--- src/rgtd_map.vh ---
`ifndef RGTD_MAP_VH
`define RGTD_MAP_VH

// Format select codes
`define RGTD_FMT_U1        2'h0
`define RGTD_FMT_S1        2'h1
`define RGTD_FMT_U2        2'h2
`define RGTD_FMT_S2        2'h3

// Block geometry
`define RGTD_TILE_SHIFT    2
`define RGTD_TILE_MASK     2'h3
`define RGTD_BLK1_SHIFT    3
`define RGTD_BLK2_SHIFT    4
`define RGTD_CHAN_BITS     64
`define RGTD_IDX_LSB       16
`define RGTD_IDX_BITS      48
`define RGTD_SEL_BITS      3

// Blend denominators and endpoint full scale
`define RGTD_DEN_HI        4'h7
`define RGTD_DEN_LO        4'h5
`define RGTD_UNORM_MAX     8'hFF
`define RGTD_SNORM_MAX     8'h7F
`define RGTD_SNORM_NEG     8'h80
`define RGTD_SNORM_CLAMP   8'h81

// Output fixed point, 1.0 is 2^14
`define RGTD_VAL_ONE       16'h4000
`define RGTD_VAL_NEG_ONE   16'hC000
`define RGTD_VAL_ZERO      16'h0000
`define RGTD_FRAC_SHIFT    20
`define RGTD_SCALE_NUM     64'h0000000400000000

// Limit selector codes from the channel decoder
`define RGTD_LIM_NONE      2'h0
`define RGTD_LIM_MIN       2'h1
`define RGTD_LIM_MAX       2'h2

`endif

--- src/rgtd_buf.v ---
`timescale 1ns/1ps

module rgtd_buf #(
  parameter WIDTH = 8
) (
  // Clock and reset
  input  wire             i_clk,
  input  wire             i_rst_n,
  // Fill side
  input  wire             i_in_valid,
  output wire             o_in_ready,
  input  wire [WIDTH-1:0] i_in_data,
  // Drain side
  output wire             o_out_valid,
  input  wire             i_out_ready,
  output wire [WIDTH-1:0] o_out_data
);

  reg [WIDTH-1:0] slot0;
  reg [WIDTH-1:0] slot1;
  reg             wr_ptr;
  reg             rd_ptr;
  reg [1:0]       count;
  wire            push;
  wire            pop;

  // Full and empty come straight from the count
  assign o_in_ready  = (count != 2'h2);
  assign o_out_valid = (count != 2'h0);
  assign push        = i_in_valid & o_in_ready;
  assign pop         = o_out_valid & i_out_ready;
  assign o_out_data  = rd_ptr ? slot1 : slot0;

  // Two slots so a stalled receiver never drops a word
  always @(posedge i_clk) begin
    if (!i_rst_n) begin
      slot0  <= {WIDTH{1'b0}};
      slot1  <= {WIDTH{1'b0}};
      wr_ptr <= 1'b0;
      rd_ptr <= 1'b0;
      count  <= 2'h0;
    end else begin
      if (push && !wr_ptr)
        slot0 <= i_in_data;
      if (push && wr_ptr)
        slot1 <= i_in_data;
      if (push)
        wr_ptr <= ~wr_ptr;
      if (pop)
        rd_ptr <= ~rd_ptr;
      if (push && !pop)
        count <= count + 2'h1;
      else if (pop && !push)
        count <= count - 2'h1;
    end
  end

endmodule // rgtd_buf

--- src/rgtd_chan.v ---
`timescale 1ns/1ps
`include "rgtd_map.vh"

module rgtd_chan (
  // Channel block and texel position
  input  wire [63:0] i_blk,
  input  wire [3:0]  i_pos,
  input  wire        i_signed,
  // Blend description
  output reg  [3:0]  o_w0,
  output reg  [3:0]  o_w1,
  output wire        o_hi,
  output reg  [1:0]  o_lim,
  output wire [8:0]  o_ep0,
  output wire [8:0]  o_ep1
);

  wire [7:0]  code0;
  wire [7:0]  code1;
  wire [47:0] idx;
  wire [2:0]  sel;
  wire        gt;

  // Byte 0 and byte 1 are endpoints, bytes 2..7 the little-endian index
  assign code0 = i_blk[7:0];                                     // RQ5
  assign code1 = i_blk[15:8];                                    // RQ5
  assign idx   = i_blk[`RGTD_IDX_LSB +: `RGTD_IDX_BITS];         // RQ6
  assign sel   = idx[{i_pos, 1'b0} + {2'h0, i_pos} +: `RGTD_SEL_BITS]; // RQ7

  // Raw codes are compared, so -127 against -128 takes the seven-step set
  assign gt = i_signed ? ($signed(code0) > $signed(code1)) : (code0 > code1); // RQ15
  assign o_hi = gt;

  // Signed -128 is clamped to -127 so both give -1.0 after scaling
  assign o_ep0 = i_signed ? ((code0 == `RGTD_SNORM_NEG) ? {1'b1, `RGTD_SNORM_CLAMP}
                 : {code0[7], code0}) : {1'b0, code0};          // RQ14 RQ11
  assign o_ep1 = i_signed ? ((code1 == `RGTD_SNORM_NEG) ? {1'b1, `RGTD_SNORM_CLAMP}
                 : {code1[7], code1}) : {1'b0, code1};          // RQ14 RQ11

  // Weights for each selector, numerator over seven or five
  always @* begin
    o_w0  = 4'h0;
    o_w1  = 4'h0;
    o_lim = `RGTD_LIM_NONE;
    if (gt) begin
      case (sel)
        3'h0: begin o_w0 = `RGTD_DEN_HI; o_w1 = 4'h0; end        // RQ8
        3'h1: begin o_w0 = 4'h0; o_w1 = `RGTD_DEN_HI; end        // RQ8
        default: begin
          o_w0 = 4'h8 - {1'b0, sel};                             // RQ8
          o_w1 = {1'b0, sel} - 4'h1;                             // RQ8
        end
      endcase
    end else begin
      case (sel)
        3'h0: begin o_w0 = `RGTD_DEN_LO; o_w1 = 4'h0; end        // RQ9
        3'h1: begin o_w0 = 4'h0; o_w1 = `RGTD_DEN_LO; end        // RQ9
        3'h2: begin o_w0 = 4'h3; o_w1 = 4'h2; end                // RQ10
        3'h3: begin o_w0 = 4'h4; o_w1 = 4'h1; end                // RQ9
        3'h4: begin o_w0 = 4'h2; o_w1 = 4'h3; end                // RQ9
        3'h5: begin o_w0 = 4'h1; o_w1 = 4'h4; end                // RQ9
        3'h6: o_lim = `RGTD_LIM_MIN;                             // RQ9
        default: o_lim = `RGTD_LIM_MAX;                          // RQ9
      endcase
    end
  end

endmodule // rgtd_chan

--- src/rgtd_top.v ---
// Behaviour
// RQ1: Image is a raster of 4x4 blocks, 64 or 128 bits each.
// RQ2: Block byte offset is size times (ceil(w/4)*floor(y/4)+floor(x/4)).
// RQ3: Texel inside block chosen by x mod 4 and y mod 4.
// RQ4: Texels outside the image may decode to anything; they are flagged.
// RQ5: Channel block bytes: endpoint 0, endpoint 1, six index bytes.
// RQ6: Index bytes form a 48-bit little-endian vector.
// RQ7: Selector is three bits at 3*(4y+x) of that vector.
// RQ8: First code greater: endpoints, then six seventh-step blends.
// RQ9: Otherwise endpoints, fifth-step blends, then range minimum and maximum.
// RQ10: In the fifth-step set selector 2 gives (3a+2b)/5.
// RQ11: Unsigned endpoint codes are plain unsigned bytes.
// RQ12: Unsigned value is code divided by 255.
// RQ13: One-channel formats return (R,0,0,1).
// RQ14: Signed value is code/127, -128 gives -1.0; range is -1..1.
// RQ15: Signed -127 versus -128 comparison may go either way.
// RQ16: Encoders should avoid signed blocks with -127 then -128.
// RQ17: Two-channel unsigned: low half is red, high half green.
// RQ18: Two-channel signed: both halves decoded signed, red then green.
// RQ19: Two-channel formats return (R,G,0,1).
// RQ20: Requester supplies format, image size and texel coordinates.
`timescale 1ns/1ps
`include "rgtd_map.vh"

module rgtd_top #(
  parameter CW = 16,
  parameter AW = 32,
  parameter TW = 8
) (
  // Clock and reset
  input  wire          i_clk,
  input  wire          i_rst_n,
  // Texel request
  input  wire          i_req_valid,
  output wire          o_req_ready,
  input  wire [1:0]    i_req_fmt,
  input  wire [AW-1:0] i_req_base,
  input  wire [CW-1:0] i_req_width,
  input  wire [CW-1:0] i_req_height,
  input  wire [CW-1:0] i_req_x,
  input  wire [CW-1:0] i_req_y,
  input  wire [TW-1:0] i_req_tag,
  // Compressed memory read
  output wire          o_mem_valid,
  input  wire          i_mem_ready,
  output wire [AW-1:0] o_mem_addr,
  output wire          o_mem_wide,
  input  wire          i_mem_rvalid,
  input  wire [127:0]  i_mem_rdata,
  // Decoded texel
  output wire          o_tex_valid,
  input  wire          i_tex_ready,
  output wire [15:0]   o_tex_r,
  output wire [15:0]   o_tex_g,
  output wire [15:0]   o_tex_b,
  output wire [15:0]   o_tex_a,
  output wire          o_tex_pad,
  output wire [TW-1:0] o_tex_tag
);

  // Buffer word: tag, pad, alpha, blue, green, red
  localparam BW = 4 * 16 + 1 + TW;

  // States
  localparam ST_IDLE  = 3'h0;
  localparam ST_FETCH = 3'h1;
  localparam ST_WAIT  = 3'h2;
  localparam ST_CALC  = 3'h3;
  localparam ST_PUSH  = 3'h4;

  // Reciprocal multipliers: 2^34 / (den * full scale), rounded
  // Divisors are denominator times endpoint full scale
  localparam [63:0] DIV_U7 = 64'h0000000000000000 + `RGTD_DEN_HI * `RGTD_UNORM_MAX;
  localparam [63:0] DIV_U5 = 64'h0000000000000000 + `RGTD_DEN_LO * `RGTD_UNORM_MAX;
  localparam [63:0] DIV_S7 = 64'h0000000000000000 + `RGTD_DEN_HI * `RGTD_SNORM_MAX;
  localparam [63:0] DIV_S5 = 64'h0000000000000000 + `RGTD_DEN_LO * `RGTD_SNORM_MAX;

  // Quotients at full width
  localparam [63:0] K_U7_W = (`RGTD_SCALE_NUM + DIV_U7 / 64'h2) / DIV_U7;
  localparam [63:0] K_U5_W = (`RGTD_SCALE_NUM + DIV_U5 / 64'h2) / DIV_U5;
  localparam [63:0] K_S7_W = (`RGTD_SCALE_NUM + DIV_S7 / 64'h2) / DIV_S7;
  localparam [63:0] K_S5_W = (`RGTD_SCALE_NUM + DIV_S5 / 64'h2) / DIV_S5;

  // The largest multiplier needs 25 bits
  localparam [25:0] K_U7 = K_U7_W[25:0];
  localparam [25:0] K_U5 = K_U5_W[25:0];
  localparam [25:0] K_S7 = K_S7_W[25:0];
  localparam [25:0] K_S5 = K_S5_W[25:0];

  // Half an output step, added before the shift
  localparam [39:0] ROUND_HALF = 40'h0000080000;

  // Sequencer
  reg  [2:0]    state;
  reg  [2:0]    next_state;

  // Request fields held for the texel in flight
  reg  [1:0]    fmt;
  reg  [AW-1:0] addr;
  reg  [3:0]    pos;
  reg           pad;
  reg  [TW-1:0] tag;

  // Block as returned by memory
  reg  [127:0]  blk;

  // Decoded channels waiting for the buffer
  reg  [15:0]   val_r;
  reg  [15:0]   val_g;

  // Format flags
  wire          fmt_signed;
  wire          fmt_dual;

  // Address arithmetic
  wire [CW-1:0] row_blocks;
  wire [CW-1:0] blk_row;
  wire [CW-1:0] blk_col;
  wire [2*CW-1:0] row_start;
  wire [2*CW-1:0] blk_index;
  wire [AW-1:0] blk_offset;

  // Texel position and padding
  wire [1:0]    sub_x;
  wire [1:0]    sub_y;
  wire          outside;

  // Buffer and channel results
  wire          buf_ready;
  wire [BW-1:0] buf_in;
  wire [BW-1:0] buf_out;
  wire [31:0]   norm_val;

  // Format decoding, bit 0 signed, bit 1 two channels
  assign fmt_signed = fmt[0];                                    // RQ20
  assign fmt_dual   = fmt[1];                                    // RQ20

  // Block address from the request coordinates
  // Blocks per row: width rounded up to whole tiles
  assign row_blocks = {2'h0, i_req_width[CW-1:`RGTD_TILE_SHIFT]}
                      + (|i_req_width[1:0] ? {{(CW-1){1'b0}}, 1'b1}
                                           : {CW{1'b0}});       // RQ2
  // Tile row and column of the texel
  assign blk_row    = {2'h0, i_req_y[CW-1:`RGTD_TILE_SHIFT]};   // RQ2
  assign blk_col    = {2'h0, i_req_x[CW-1:`RGTD_TILE_SHIFT]};   // RQ2
  // Both factors widened so the product keeps every bit
  assign row_start  = {{CW{1'b0}}, row_blocks} * {{CW{1'b0}}, blk_row}; // RQ2
  assign blk_index  = row_start + {{CW{1'b0}}, blk_col};        // RQ2
  // Eight or sixteen bytes per block
  assign blk_offset = i_req_fmt[1]
                      ? blk_index[AW-1:0] << `RGTD_BLK2_SHIFT
                      : blk_index[AW-1:0] << `RGTD_BLK1_SHIFT;  // RQ1 RQ2

  // Position inside the 4x4 tile
  assign sub_x = i_req_x[1:0] & `RGTD_TILE_MASK;                // RQ3
  assign sub_y = i_req_y[1:0] & `RGTD_TILE_MASK;                // RQ3

  // Padding texels still decode, but are marked for the sampler
  // Compared against the image size, not the tile grid
  assign outside = (i_req_x >= i_req_width) | (i_req_y >= i_req_height); // RQ4

  // State register
  // Reset returns to idle, which raises o_req_ready
  always @(posedge i_clk) begin
    if (!i_rst_n)
      state <= ST_IDLE;
    else
      state <= next_state;
  end

  // Sequencing: one texel in flight, the buffer absorbs output stalls
  // A full buffer holds the sequencer in push, so no texel is lost
  always @* begin
    next_state = state;
    case (state)
      // Take a request
      ST_IDLE: begin
        if (i_req_valid)
          next_state = ST_FETCH;
      end
      // Hold the read until memory accepts
      ST_FETCH: begin
        if (i_mem_ready)
          next_state = ST_WAIT;
      end
      // Wait for the block
      ST_WAIT: begin
        if (i_mem_rvalid)
          next_state = ST_CALC;
      end
      // Results settle into the value registers
      ST_CALC: begin
        next_state = ST_PUSH;
      end
      // Leave once the buffer has room
      ST_PUSH: begin
        if (buf_ready)
          next_state = ST_IDLE;
      end
      default: begin
        next_state = ST_IDLE;
      end
    endcase
  end

  // Request capture
  always @(posedge i_clk) begin
    if (!i_rst_n) begin
      fmt  <= `RGTD_FMT_U1;
      addr <= {AW{1'b0}};
      pos  <= 4'h0;
      pad  <= 1'b0;
      tag  <= {TW{1'b0}};
    end else if (state == ST_IDLE && i_req_valid) begin
      fmt  <= i_req_fmt;
      addr <= i_req_base + blk_offset;                          // RQ2
      pos  <= {sub_y, sub_x};                                   // RQ3 RQ7
      pad  <= outside;                                          // RQ4
      tag  <= i_req_tag;
    end
  end

  // Block capture; a one-channel block only fills the low half
  // Read data outside the wait state is ignored
  always @(posedge i_clk) begin
    if (!i_rst_n)
      blk <= 128'h0;
    else if (state == ST_WAIT && i_mem_rvalid)
      blk <= fmt_dual ? i_mem_rdata
             : {64'h0, i_mem_rdata[`RGTD_CHAN_BITS-1:0]};      // RQ1
  end

  // Handshakes
  assign o_req_ready = (state == ST_IDLE);

  // Read request: valid from the state, address and size registered
  assign o_mem_valid = (state == ST_FETCH);
  assign o_mem_addr  = addr;
  assign o_mem_wide  = fmt_dual;                                // RQ1

  // One decoder per channel: red from the low half, green from the high
  genvar ch;
  generate
    for (ch = 0; ch < 2; ch = ch + 1) begin : g_chan
      // Blend terms of this channel
      wire [3:0]  w0;
      wire [3:0]  w1;
      wire        hi;
      wire [1:0]  lim;
      wire [8:0]  ep0;
      wire [8:0]  ep1;
      wire [13:0] p0;
      wire [13:0] p1;
      wire [13:0] num;
      wire [25:0] k;
      wire [39:0] prod;
      wire [39:0] scaled;
      reg  [15:0] val;

      // Selector, weights and endpoints of this half
      rgtd_chan u_chan (
        .i_blk    (blk[ch*`RGTD_CHAN_BITS +: `RGTD_CHAN_BITS]), // RQ17 RQ18
        .i_pos    (pos),
        .i_signed (fmt_signed),                                 // RQ18
        .o_w0     (w0),
        .o_w1     (w1),
        .o_hi     (hi),
        .o_lim    (lim),
        .o_ep0    (ep0),
        .o_ep1    (ep1)
      );

      // Weighted sum in code units, then one multiply for the division
      assign p0   = $signed({{5{ep0[8]}}, ep0}) * $signed({10'h000, w0});
      assign p1   = $signed({{5{ep1[8]}}, ep1}) * $signed({10'h000, w1});
      assign num  = p0 + p1;                                    // RQ8 RQ9
      assign k    = fmt_signed ? (hi ? K_S7 : K_S5)
                               : (hi ? K_U7 : K_U5);            // RQ12 RQ14
      assign prod = $signed({{26{num[13]}}, num}) * $signed({14'h0000, k});
      // Rounded, arithmetic shift keeps negative values exact
      assign scaled = $signed(prod + ROUND_HALF) >>> `RGTD_FRAC_SHIFT;

      // Range limits bypass the multiply
      always @* begin
        case (lim)
          `RGTD_LIM_MIN:
            val = fmt_signed ? `RGTD_VAL_NEG_ONE : `RGTD_VAL_ZERO; // RQ9 RQ14
          `RGTD_LIM_MAX:
            val = `RGTD_VAL_ONE;                                // RQ9 RQ14
          default:
            val = scaled[15:0];                                 // RQ11 RQ12
        endcase
      end

      // Both channels side by side for the result registers
      assign norm_val[ch*16 +: 16] = val;
    end
  endgenerate

  // Result registers, loaded once the block is held
  always @(posedge i_clk) begin
    if (!i_rst_n) begin
      val_r <= `RGTD_VAL_ZERO;
      val_g <= `RGTD_VAL_ZERO;
    end else if (state == ST_CALC) begin
      // Red always comes from the low half
      val_r <= norm_val[15:0];
      // Green is forced to zero for single-channel formats
      val_g <= fmt_dual ? norm_val[31:16] : `RGTD_VAL_ZERO;     // RQ13 RQ19
    end
  end

  // Output word: blue is always zero and alpha always one
  assign buf_in = {tag, pad, `RGTD_VAL_ONE, `RGTD_VAL_ZERO,
                   val_g, val_r};                               // RQ13 RQ19

  // The FSM waits in the push state while the buffer is full
  // This is the only stall point on the output side
  rgtd_buf #(
    .WIDTH (BW)
  ) u_buf (
    .i_clk       (i_clk),
    .i_rst_n     (i_rst_n),
    .i_in_valid  (state == ST_PUSH),
    .o_in_ready  (buf_ready),
    .i_in_data   (buf_in),
    .o_out_valid (o_tex_valid),
    .i_out_ready (i_tex_ready),
    .o_out_data  (buf_out)
  );

  // Output unpacking
  assign o_tex_r   = buf_out[15:0];
  assign o_tex_g   = buf_out[31:16];
  assign o_tex_b   = buf_out[47:32];
  assign o_tex_a   = buf_out[63:48];

  // Side-band fields ride with the texel
  assign o_tex_pad = buf_out[64];
  assign o_tex_tag = buf_out[BW-1:65];

endmodule // rgtd_top

--- config.mk ---
export PLATFORM = sky130hd
export DESIGN_NAME = rgtd_top
export DESIGN_NICKNAME = d
export VERILOG_FILES = /design/src/rgtd_buf.v /design/src/rgtd_chan.v /design/src/rgtd_top.v
export VERILOG_INCLUDE_DIRS = /design/src
export SDC_FILE = /design/constraint.sdc
export NUM_CORES = 2
export LEC_CHECK = 0
export BUFFER_PORTS_ARGS = -buffer_cell sky130_fd_sc_hd__buf_2
export CORE_UTILIZATION = 52
export DETAILED_ROUTE_END_ITERATION = 8
export PLACE_DENSITY = 0.75
export SYNTH_ARGS = -nofsm -noshare
export SYNTH_HDL_FRONTEND = slang
export SYNTH_SLANG_ARGS = --single-unit
--- constraint.sdc ---
create_clock -name i_clk -period 34.4 [get_ports i_clk]
set_input_delay 3.44 -clock i_clk [delete_from_list [all_inputs] [get_ports i_clk]]
set_output_delay 3.44 -clock i_clk [all_outputs]
set_load 0.01 [all_outputs]
Yosys cells after proc, flatten, opt, wreduce, memory -nomap -nowiden
Index checks and enable logic that the tools add are counted.
{"block": "word_totals", "ff_bits": 298, "latch_bits": 0, "mem_bits_rw": 0, "mem_bits_ro": 0, "input_bits": 240, "word_cells": 142, "n_memories": 0}
{"block": "classes", "addsub": 14, "multipliers": 7, "div": 0, "n_lt_le_gt_ge": 6, "eq_ne": 29, "shifts": 2, "n_mux": 47, "n_bitwise": 5, "reduce_logical": 18}
{"op": "two-way mux 128 bit", "n": 1}
{"op": "variable part select 48 x 7 -> 3 bit", "n": 2}
{"op": "one-hot mux 3 bit (5 select lines)", "n": 5}
{"op": "two-way mux 73 bit", "n": 1}
{"op": "adder 36 x 20 -> 36 bit (second input constant)", "n": 2}
{"op": "multiplier 14 x 26 -> 36 bit", "n": 2}
{"op": "two-way mux 9 bit", "n": 8}
{"op": "one-hot mux 16 bit (2 select lines)", "n": 2}
{"op": "multiplier 9 x 5 -> 14 bit", "n": 4}
{"op": "two-way mux 25 bit", "n": 2}
{"op": "two-way mux 24 bit", "n": 2}
{"op": "two-way mux 23 bit", "n": 2}
{"op": "adder 32 bit", "n": 1}
{"op": "== test 8 bit (second input constant)", "n": 4}
{"op": ">= comparator 16 bit", "n": 2}
{"op": "> comparator 8 bit", "n": 4}
{"op": "two-way mux 16 bit", "n": 2}
{"op": "two-way mux 32 bit", "n": 1}
{"op": "one-hot mux 4 bit (2 select lines)", "n": 4}
{"op": "adder 29 x 14 -> 29 bit", "n": 1}
{"op": "multiplier 15 x 14 -> 29 bit", "n": 1}
{"op": "adder 14 bit", "n": 2}
{"op": "== test 3 bit (second input constant)", "n": 7}
{"op": "== test 3 x 2 -> 1 bit (second input constant)", "n": 6}
{"op": "other kinds (26)", "n": 60}

Depth between registers and ports, before layout
{"block": "logic_depth", "ltp_word": 11, "mapped_depth": 66, "ltp_nobuf": 61}

Modules after synthesis
From an unflattened synthesis, not the netlist that was laid out.
{"block": "hier_totals", "cells_unflattened": 5873, "hier_area_um2": 52272.6}
{"mod": "rgtd_top", "n_inst": 1, "cells_each": 4796, "area_per_inst_um2": 41609.9}
{"mod": "rgtd_buf", "n_inst": 1, "cells_each": 654, "area_per_inst_um2": 6626.4}
{"mod": "rgtd_chan at g_chan[1].u_chan", "n_inst": 1, "cells_each": 205, "area_per_inst_um2": 2020.7}
{"mod": "rgtd_chan at g_chan[0].u_chan", "n_inst": 1, "cells_each": 218, "area_per_inst_um2": 2015.7}

Worst setup path before layout
No wires, ideal clock.
{"block": "synth_path", "kind": "flip-flop to flip-flop", "start": "register pos[1]", "end": "register val_g[14]", "setup_ns": 0.120, "arrival_time_ns": 14.720, "slack_ns": 19.560, "path_stages_with_launch": 57, "period_less_slack_ns": 14.840, "cell_sequence": "dfxtp_1 > ha_1 > buf_2 > buf_6 > clkbuf_1 > clkbuf_1 > clkbuf_1 > buf_2 > clkbuf_1 > mux4_2 > mux4_2 > mux2i_1 > o21a_1 > ha_1 > ha_1 > a211oi_1 > a21o_1 > a21oi_1 > [... 21 more ...] > fa_1 > fa_1 > inv_1 > fa_1 > inv_1 > ha_1 > a211oi_1 > nand2_1 > a211oi_1 > nor3_1 > a2111oi_0 > nor3b_1 > nor2_1 > o21ai_0 > a21oi_1 > xnor2_1 > o211ai_1 > nand2_1"}
{"block": "synth_between", "elab_chain_cells": 11, "elab_cells_between_ends": 29}
{"element": "from (decl)", "line_no": "rgtd_top.v:100", "text": "reg [3:0] pos;"}
{"element": "from (signal assigned)", "line_no": "rgtd_top.v:217", "text": "pos <= {sub_y, sub_x};"}
{"element": "adder 5 x 4 -> 6 bit *", "line_no": "rgtd_chan.v:28", "text": "assign sel = idx[{i_pos, 1'b0} + {2'h0, i_pos} +: `RGTD_SEL_BITS];"}
{"element": "variable part select 48 x 7 -> 3 bit *", "line_no": "rgtd_chan.v:28"}
{"element": "subtractor 4 x 3 -> 4 bit, or another cell as far along", "line_no": "rgtd_chan.v:50", "text": "o_w0 = 4'h8 - {1'b0, sel};"}
{"element": "one-hot mux 4 bit (2 select lines) / one-hot mux 3 bit (5 select lines) (equally long branches)", "line_no": "rgtd_chan.v:46, rgtd_chan.v:55"}
{"element": "two-way mux 4 bit", "line_no": "rgtd_chan.v:45", "text": "if (gt) begin"}
{"element": "multiplier 9 x 5 -> 14 bit (on tied branches)", "line_no": "rgtd_top.v:274, rgtd_top.v:275"}
{"element": "adder 14 bit", "line_no": "rgtd_top.v:276", "text": "assign num = p0 + p1;"}
{"element": "multiplier 14 x 26 -> 36 bit", "line_no": "rgtd_top.v:279", "text": "assign prod = $signed({{26{num[13]}}, num}) * $signed({14'h0000, k});"}
{"element": "adder 36 x 20 -> 36 bit", "line_no": "rgtd_top.v:281", "text": "assign scaled = $signed(prod + ROUND_HALF) >>> `RGTD_FRAC_SHIFT;"}
{"element": "one-hot mux 16 bit (2 select lines) *", "line_no": "rgtd_top.v:285", "text": "case (lim)"}
{"element": "two-way mux 16 bit (no source line) *"}
{"element": "to (signal assigned)", "line_no": "rgtd_top.v:304", "text": "val_g <= `RGTD_VAL_ZERO;"}
{"element": "to (signal assigned)", "line_no": "rgtd_top.v:309", "text": "val_g <= fmt_dual ? norm_val[31:16] : `RGTD_VAL_ZERO;"}
{"element": "to (decl)", "line_no": "rgtd_top.v:109", "text": "reg [15:0] val_g;"}
Mark *: on every way between the ends. The rest lies on a longest branch, timed or not.
A chain may end at the register's enable or synchronous reset.

Worst setup path in the final report
{"block": "layout_path", "start": "register pos[0]", "end": "register val_r[14]"}
{"block": "layout_between", "elab_chain_cells": 10, "elab_cells_between_ends": 28}
{"element": "adder 5 x 4 -> 6 bit *", "line_no": "rgtd_chan.v:28"}
{"element": "variable part select 48 x 7 -> 3 bit *", "line_no": "rgtd_chan.v:28"}
{"element": "subtractor 4 x 3 -> 4 bit, or another cell as far along", "line_no": "rgtd_chan.v:50"}
{"element": "one-hot mux 4 bit (2 select lines) / one-hot mux 3 bit (5 select lines) (equally long branches)", "line_no": "rgtd_chan.v:46, rgtd_chan.v:55"}
{"element": "two-way mux 4 bit", "line_no": "rgtd_chan.v:45"}
{"element": "multiplier 9 x 5 -> 14 bit (on tied branches)", "line_no": "rgtd_top.v:274, rgtd_top.v:275"}
{"element": "adder 14 bit", "line_no": "rgtd_top.v:276"}
{"element": "multiplier 14 x 26 -> 36 bit", "line_no": "rgtd_top.v:279"}
{"element": "adder 36 x 20 -> 36 bit", "line_no": "rgtd_top.v:281"}
{"element": "one-hot mux 16 bit (2 select lines) *", "line_no": "rgtd_top.v:285"}
{"element": "to (signal assigned)", "line_no": "rgtd_top.v:303", "text": "val_r <= `RGTD_VAL_ZERO;"}
{"element": "to (signal assigned)", "line_no": "rgtd_top.v:307", "text": "val_r <= norm_val[15:0];"}
{"element": "to (decl)", "line_no": "rgtd_top.v:108", "text": "reg [15:0] val_r;"}
Marks and branches as above.

==> impl_metrics.ini <==
[detailed_routing]
drc_errors = 0
viasPerCell = 5.54
wl_per_cell_um = 19.9
antenna_left = 0
via_count = 40000
routed_wl_um = 144000
drtIter0Drc = 3225
dr.pass1.iters = 8

[setup_path]
r2r_slack_ns = 17.47
arrival_ns = 17.40
crit_required_ns = 34.87
cp-end-kind = flip-flop
crit_top_cell = fa_1
cp_max_fo = 78
crit_path_top_delay_cell = ha_4
crit_type = flip-flop to flip-flop
critical_path.top_delay_family = adder cells
start_kind = flip-flop
slowest_delay_ns = 0.85
path_buf_inv = 8

[sta]
timing.final.crit_share = 0.492
final.setup.tns_ns = 0
maxSlewViolCount = 0
maxSlewHeadroom = 0.136
finalSetupViolCount = 0
skew_ns = 0.0578
max_freq_ghz = 0.0591
min_period_ns = 16.93
rsz0062_at_grt = false
worst_pin_slew_ns = 1.29
hold_viol_final = 0

[min_path]
hold_class = flip-flop to flip-flop

[die]
die_area_um2 = 95900
start_util = 0.526
die_h_um = 310
core-area_um2 = 93600
core.rowCount = 112
dieWidth_um = 310
ios = 349

[logic_synthesis]
avgSynthCellArea_um2 = 8.61
ys_seq_area_frac = 0.121
synth_top_flop_cell = dfxtp_1
synth-edff-count = 0
synth_cell_types = 90
yosysWarningCount = 0
synth_cells = 5722
synthesis.area_um2 = 49200
async_flop_share = 0
synth_seq_cells = 298

[layout]
nets = 7481
drive_above_1_share = 0.101
area_delta_synth_final_pct = 8.20
fillers = 8557
antenna_cells = 0

[clocking]
cts_sinks = 298
clock_latency_ns = 0.61
cts_root_buffer = clkbuf_16
cts_setup_buffers = 0
path_clk_slew_ns = 0.06
cts_hold_buf = 0
tritoncts = yes
ctsResizeCount = 0
htreeDepth = 2
clockBufferDepth = 3
cts_buffers = 36

[placed_design]
numPortBuffers = 317
routabilityCongestion = 1.02
hpwl_um = 119000

[grt]
antenna_found_initial = 5
grt_max_degree = 110
grt.overflow.total = 0
grt_first_pass_wirelength_um = 229000
grt_pass1_vias = 41400
grtUsageTotal = 0.309

[outcome]
status = finished, final reports clean

[run]
drv_cap = 0
[layer usage]
layer | GRT usage | share of wire | vias to the layer above
li1 | - | - | 18200
met1 | 0.409 | 0.41 | 19600
met2 | 0.506 | 0.46 | 1795
met3 | 0.0527 | 0.087 | 321
met4 | 0.119 | 0.042 | 4
met5 | 0 | 0.00022 | -
[synth_stat cells (6+ instances only)]
| cell type | number | area (um2) |
|---|---|---|
| inv_1 | 1229 | 4610 |
| nand2_1 | 880 | 3300 |
| fa_1 | 775 | 15500 |
| ha_1 | 529 | 6620 |
| nor2_1 | 320 | 1200 |
| a21oi_1 | 298 | 1490 |
| dfxtp_1 | 298 | 5970 |
| clkbuf_1 | 186 | 698 |
| and2_1 | 116 | 726 |
| nand3_1 | 106 | 531 |
| xnor2_1 | 98 | 858 |
| o21ai_0 | 97 | 485 |
| a21boi_0 | 86 | 646 |
| mux4_2 | 74 | 1670 |
| a21o_1 | 63 | 473 |
| mux2_2 | 54 | 608 |
| nor3_1 | 45 | 225 |
| xor2_1 | 38 | 333 |
| buf_4 | 33 | 248 |
| nor2b_1 | 33 | 206 |
| nand2b_1 | 31 | 194 |
| mux2i_1 | 23 | 230 |
| a211oi_1 | 21 | 158 |
| o21a_1 | 21 | 158 |
| a31oi_1 | 18 | 113 |
| nand4_1 | 18 | 113 |
| or3_1 | 16 | 100 |
| a22oi_1 | 15 | 113 |
| and3_1 | 15 | 93.8 |
| nor4_1 | 12 | 75.1 |
| o211ai_1 | 11 | 82.6 |
| or2_2 | 8 | 50.1 |
| a22o_1 | 7 | 61.3 |
| o21bai_1 | 7 | 52.6 |
| and4_1 | 6 | 52.6 |
| buf_1 | 6 | 22.5 |
| buf_2 | 6 | 30.0 |
| o2111ai_1 | 6 | 52.6 |
| o31a_1 | 6 | 52.6 |
[worst min-delay path: cells and delay by family (launching register included)]
| kind | cells | cell delay, ns |
|---|---|---|
| AOI/OAI and AO/OA | 1 | 0.05 |
| DFF | 1 | 0.30 |
| and+or+nand+nor | 1 | 0.05 |
[path summary, 6_finish.rpt]
path,start,to,depth (start not counted)
setup / recovery,pos[0],val_r[14],52
hold / removal,o_mem_addr[16],o_mem_addr[16],2
hold reg to reg,o_mem_addr[16],o_mem_addr[16],2
setup reg to reg,pos[0],val_r[14],52
[registers in the layout (all words and copies together) (netlist names)]
register / cells
u_buf.wr_ptr: 1
u_buf.count: 2
state: 3
blk: 128
val_r: 16
pad: 1
o_mem_addr: 32
u_buf.rd_ptr: 1
tag: 8
u_buf.slot1: 42
pos: 4
fmt: 2
val_g: 16
u_buf.slot0: 42
[layout make-up]
| type | instances | area [um2] | share of cell area |
|---|---|---|---|
| clock buffers | 45 | 986 | 0.0185 |
| clock inverters | 19 | 307 | 0.00575 |
| inverters | 1236 | 4640 | 0.0872 |
| multi-input cells | 3999 | 37800 | 0.710 |
| flip-flops and latches | 298 | 5980 | 0.112 |
| well taps | 1254 | 1570 | 0.0295 |
| repair buffers | 366 | 1960 | 0.0367 |
[cell families after synthesis]
kind of cell / count (synthesis) / synth area share
AO/OA/AOI/OAI: 722 / 0.0929
XOR/XNOR: 140 / 0.0258
adder cells (fa/ha/maj): 1304 / 0.450
buffers and inverters: 1472 / 0.116
flip-flops: 298 / 0.121
multiplexers: 152 / 0.0511
other: 2 / 0.000153
AND/OR/NAND/NOR: 1632 / 0.144
[cells in the final DEF (no fill, tap or decap), types with 8 or more instances in the layout]
| cell | count |
|---|---|
| inv_1 | 1229 |
| nand2_1 | 878 |
| fa_1 | 775 |
| ha_1 | 528 |
| nor2_1 | 319 |
| buf_2 | 316 |
| a21oi_1 | 298 |
| dfxtp_1 | 294 |
| and2_1 | 115 |
| nand3_1 | 106 |
| o21ai_0 | 96 |
| xnor2_1 | 94 |
| a21boi_0 | 86 |
| mux4_2 | 74 |
| a21o_1 | 63 |
| mux2_2 | 54 |
| buf_4 | 50 |
| conb_1 | 49 |
| nor3_1 | 43 |
| xor2_1 | 38 |
| clkbuf_16 | 37 |
| nor2b_1 | 32 |
| nand2b_1 | 30 |
| mux2i_1 | 23 |
| a211oi_1 | 21 |
| o21a_1 | 21 |
| a31oi_1 | 18 |
| nand4_1 | 18 |
| and3_1 | 15 |
| or3_1 | 15 |
| a22oi_1 | 15 |
| nor4_1 | 12 |
| o211ai_1 | 11 |
| or2_2 | 8 |
[stage by stage]
stage | area, um2 | std cells | hold WS (ns) | setup slack (ns) | utilization
final | 53300 | 7217 | 0.447 | 17.47 | 0.569
after global routing | 53300 | 7217 | 0.463 | 16.38 | 0.569
after CTS | 53300 | 7217 | 0.449 | 17.77 | 0.569
after detailed placement | 52000 | 7153 | 0.442 | 17.85 | 0.555
after global placement | 52000 | 7153 | 0.437 | 18.17 | 0.555
after floorplan | 49400 | 5769 | 0.433 | 19.56 | -
Power is left out: the tool's default activity adds up to more than one toggle a clock period on the data nets, which glitch-free logic cannot reach.
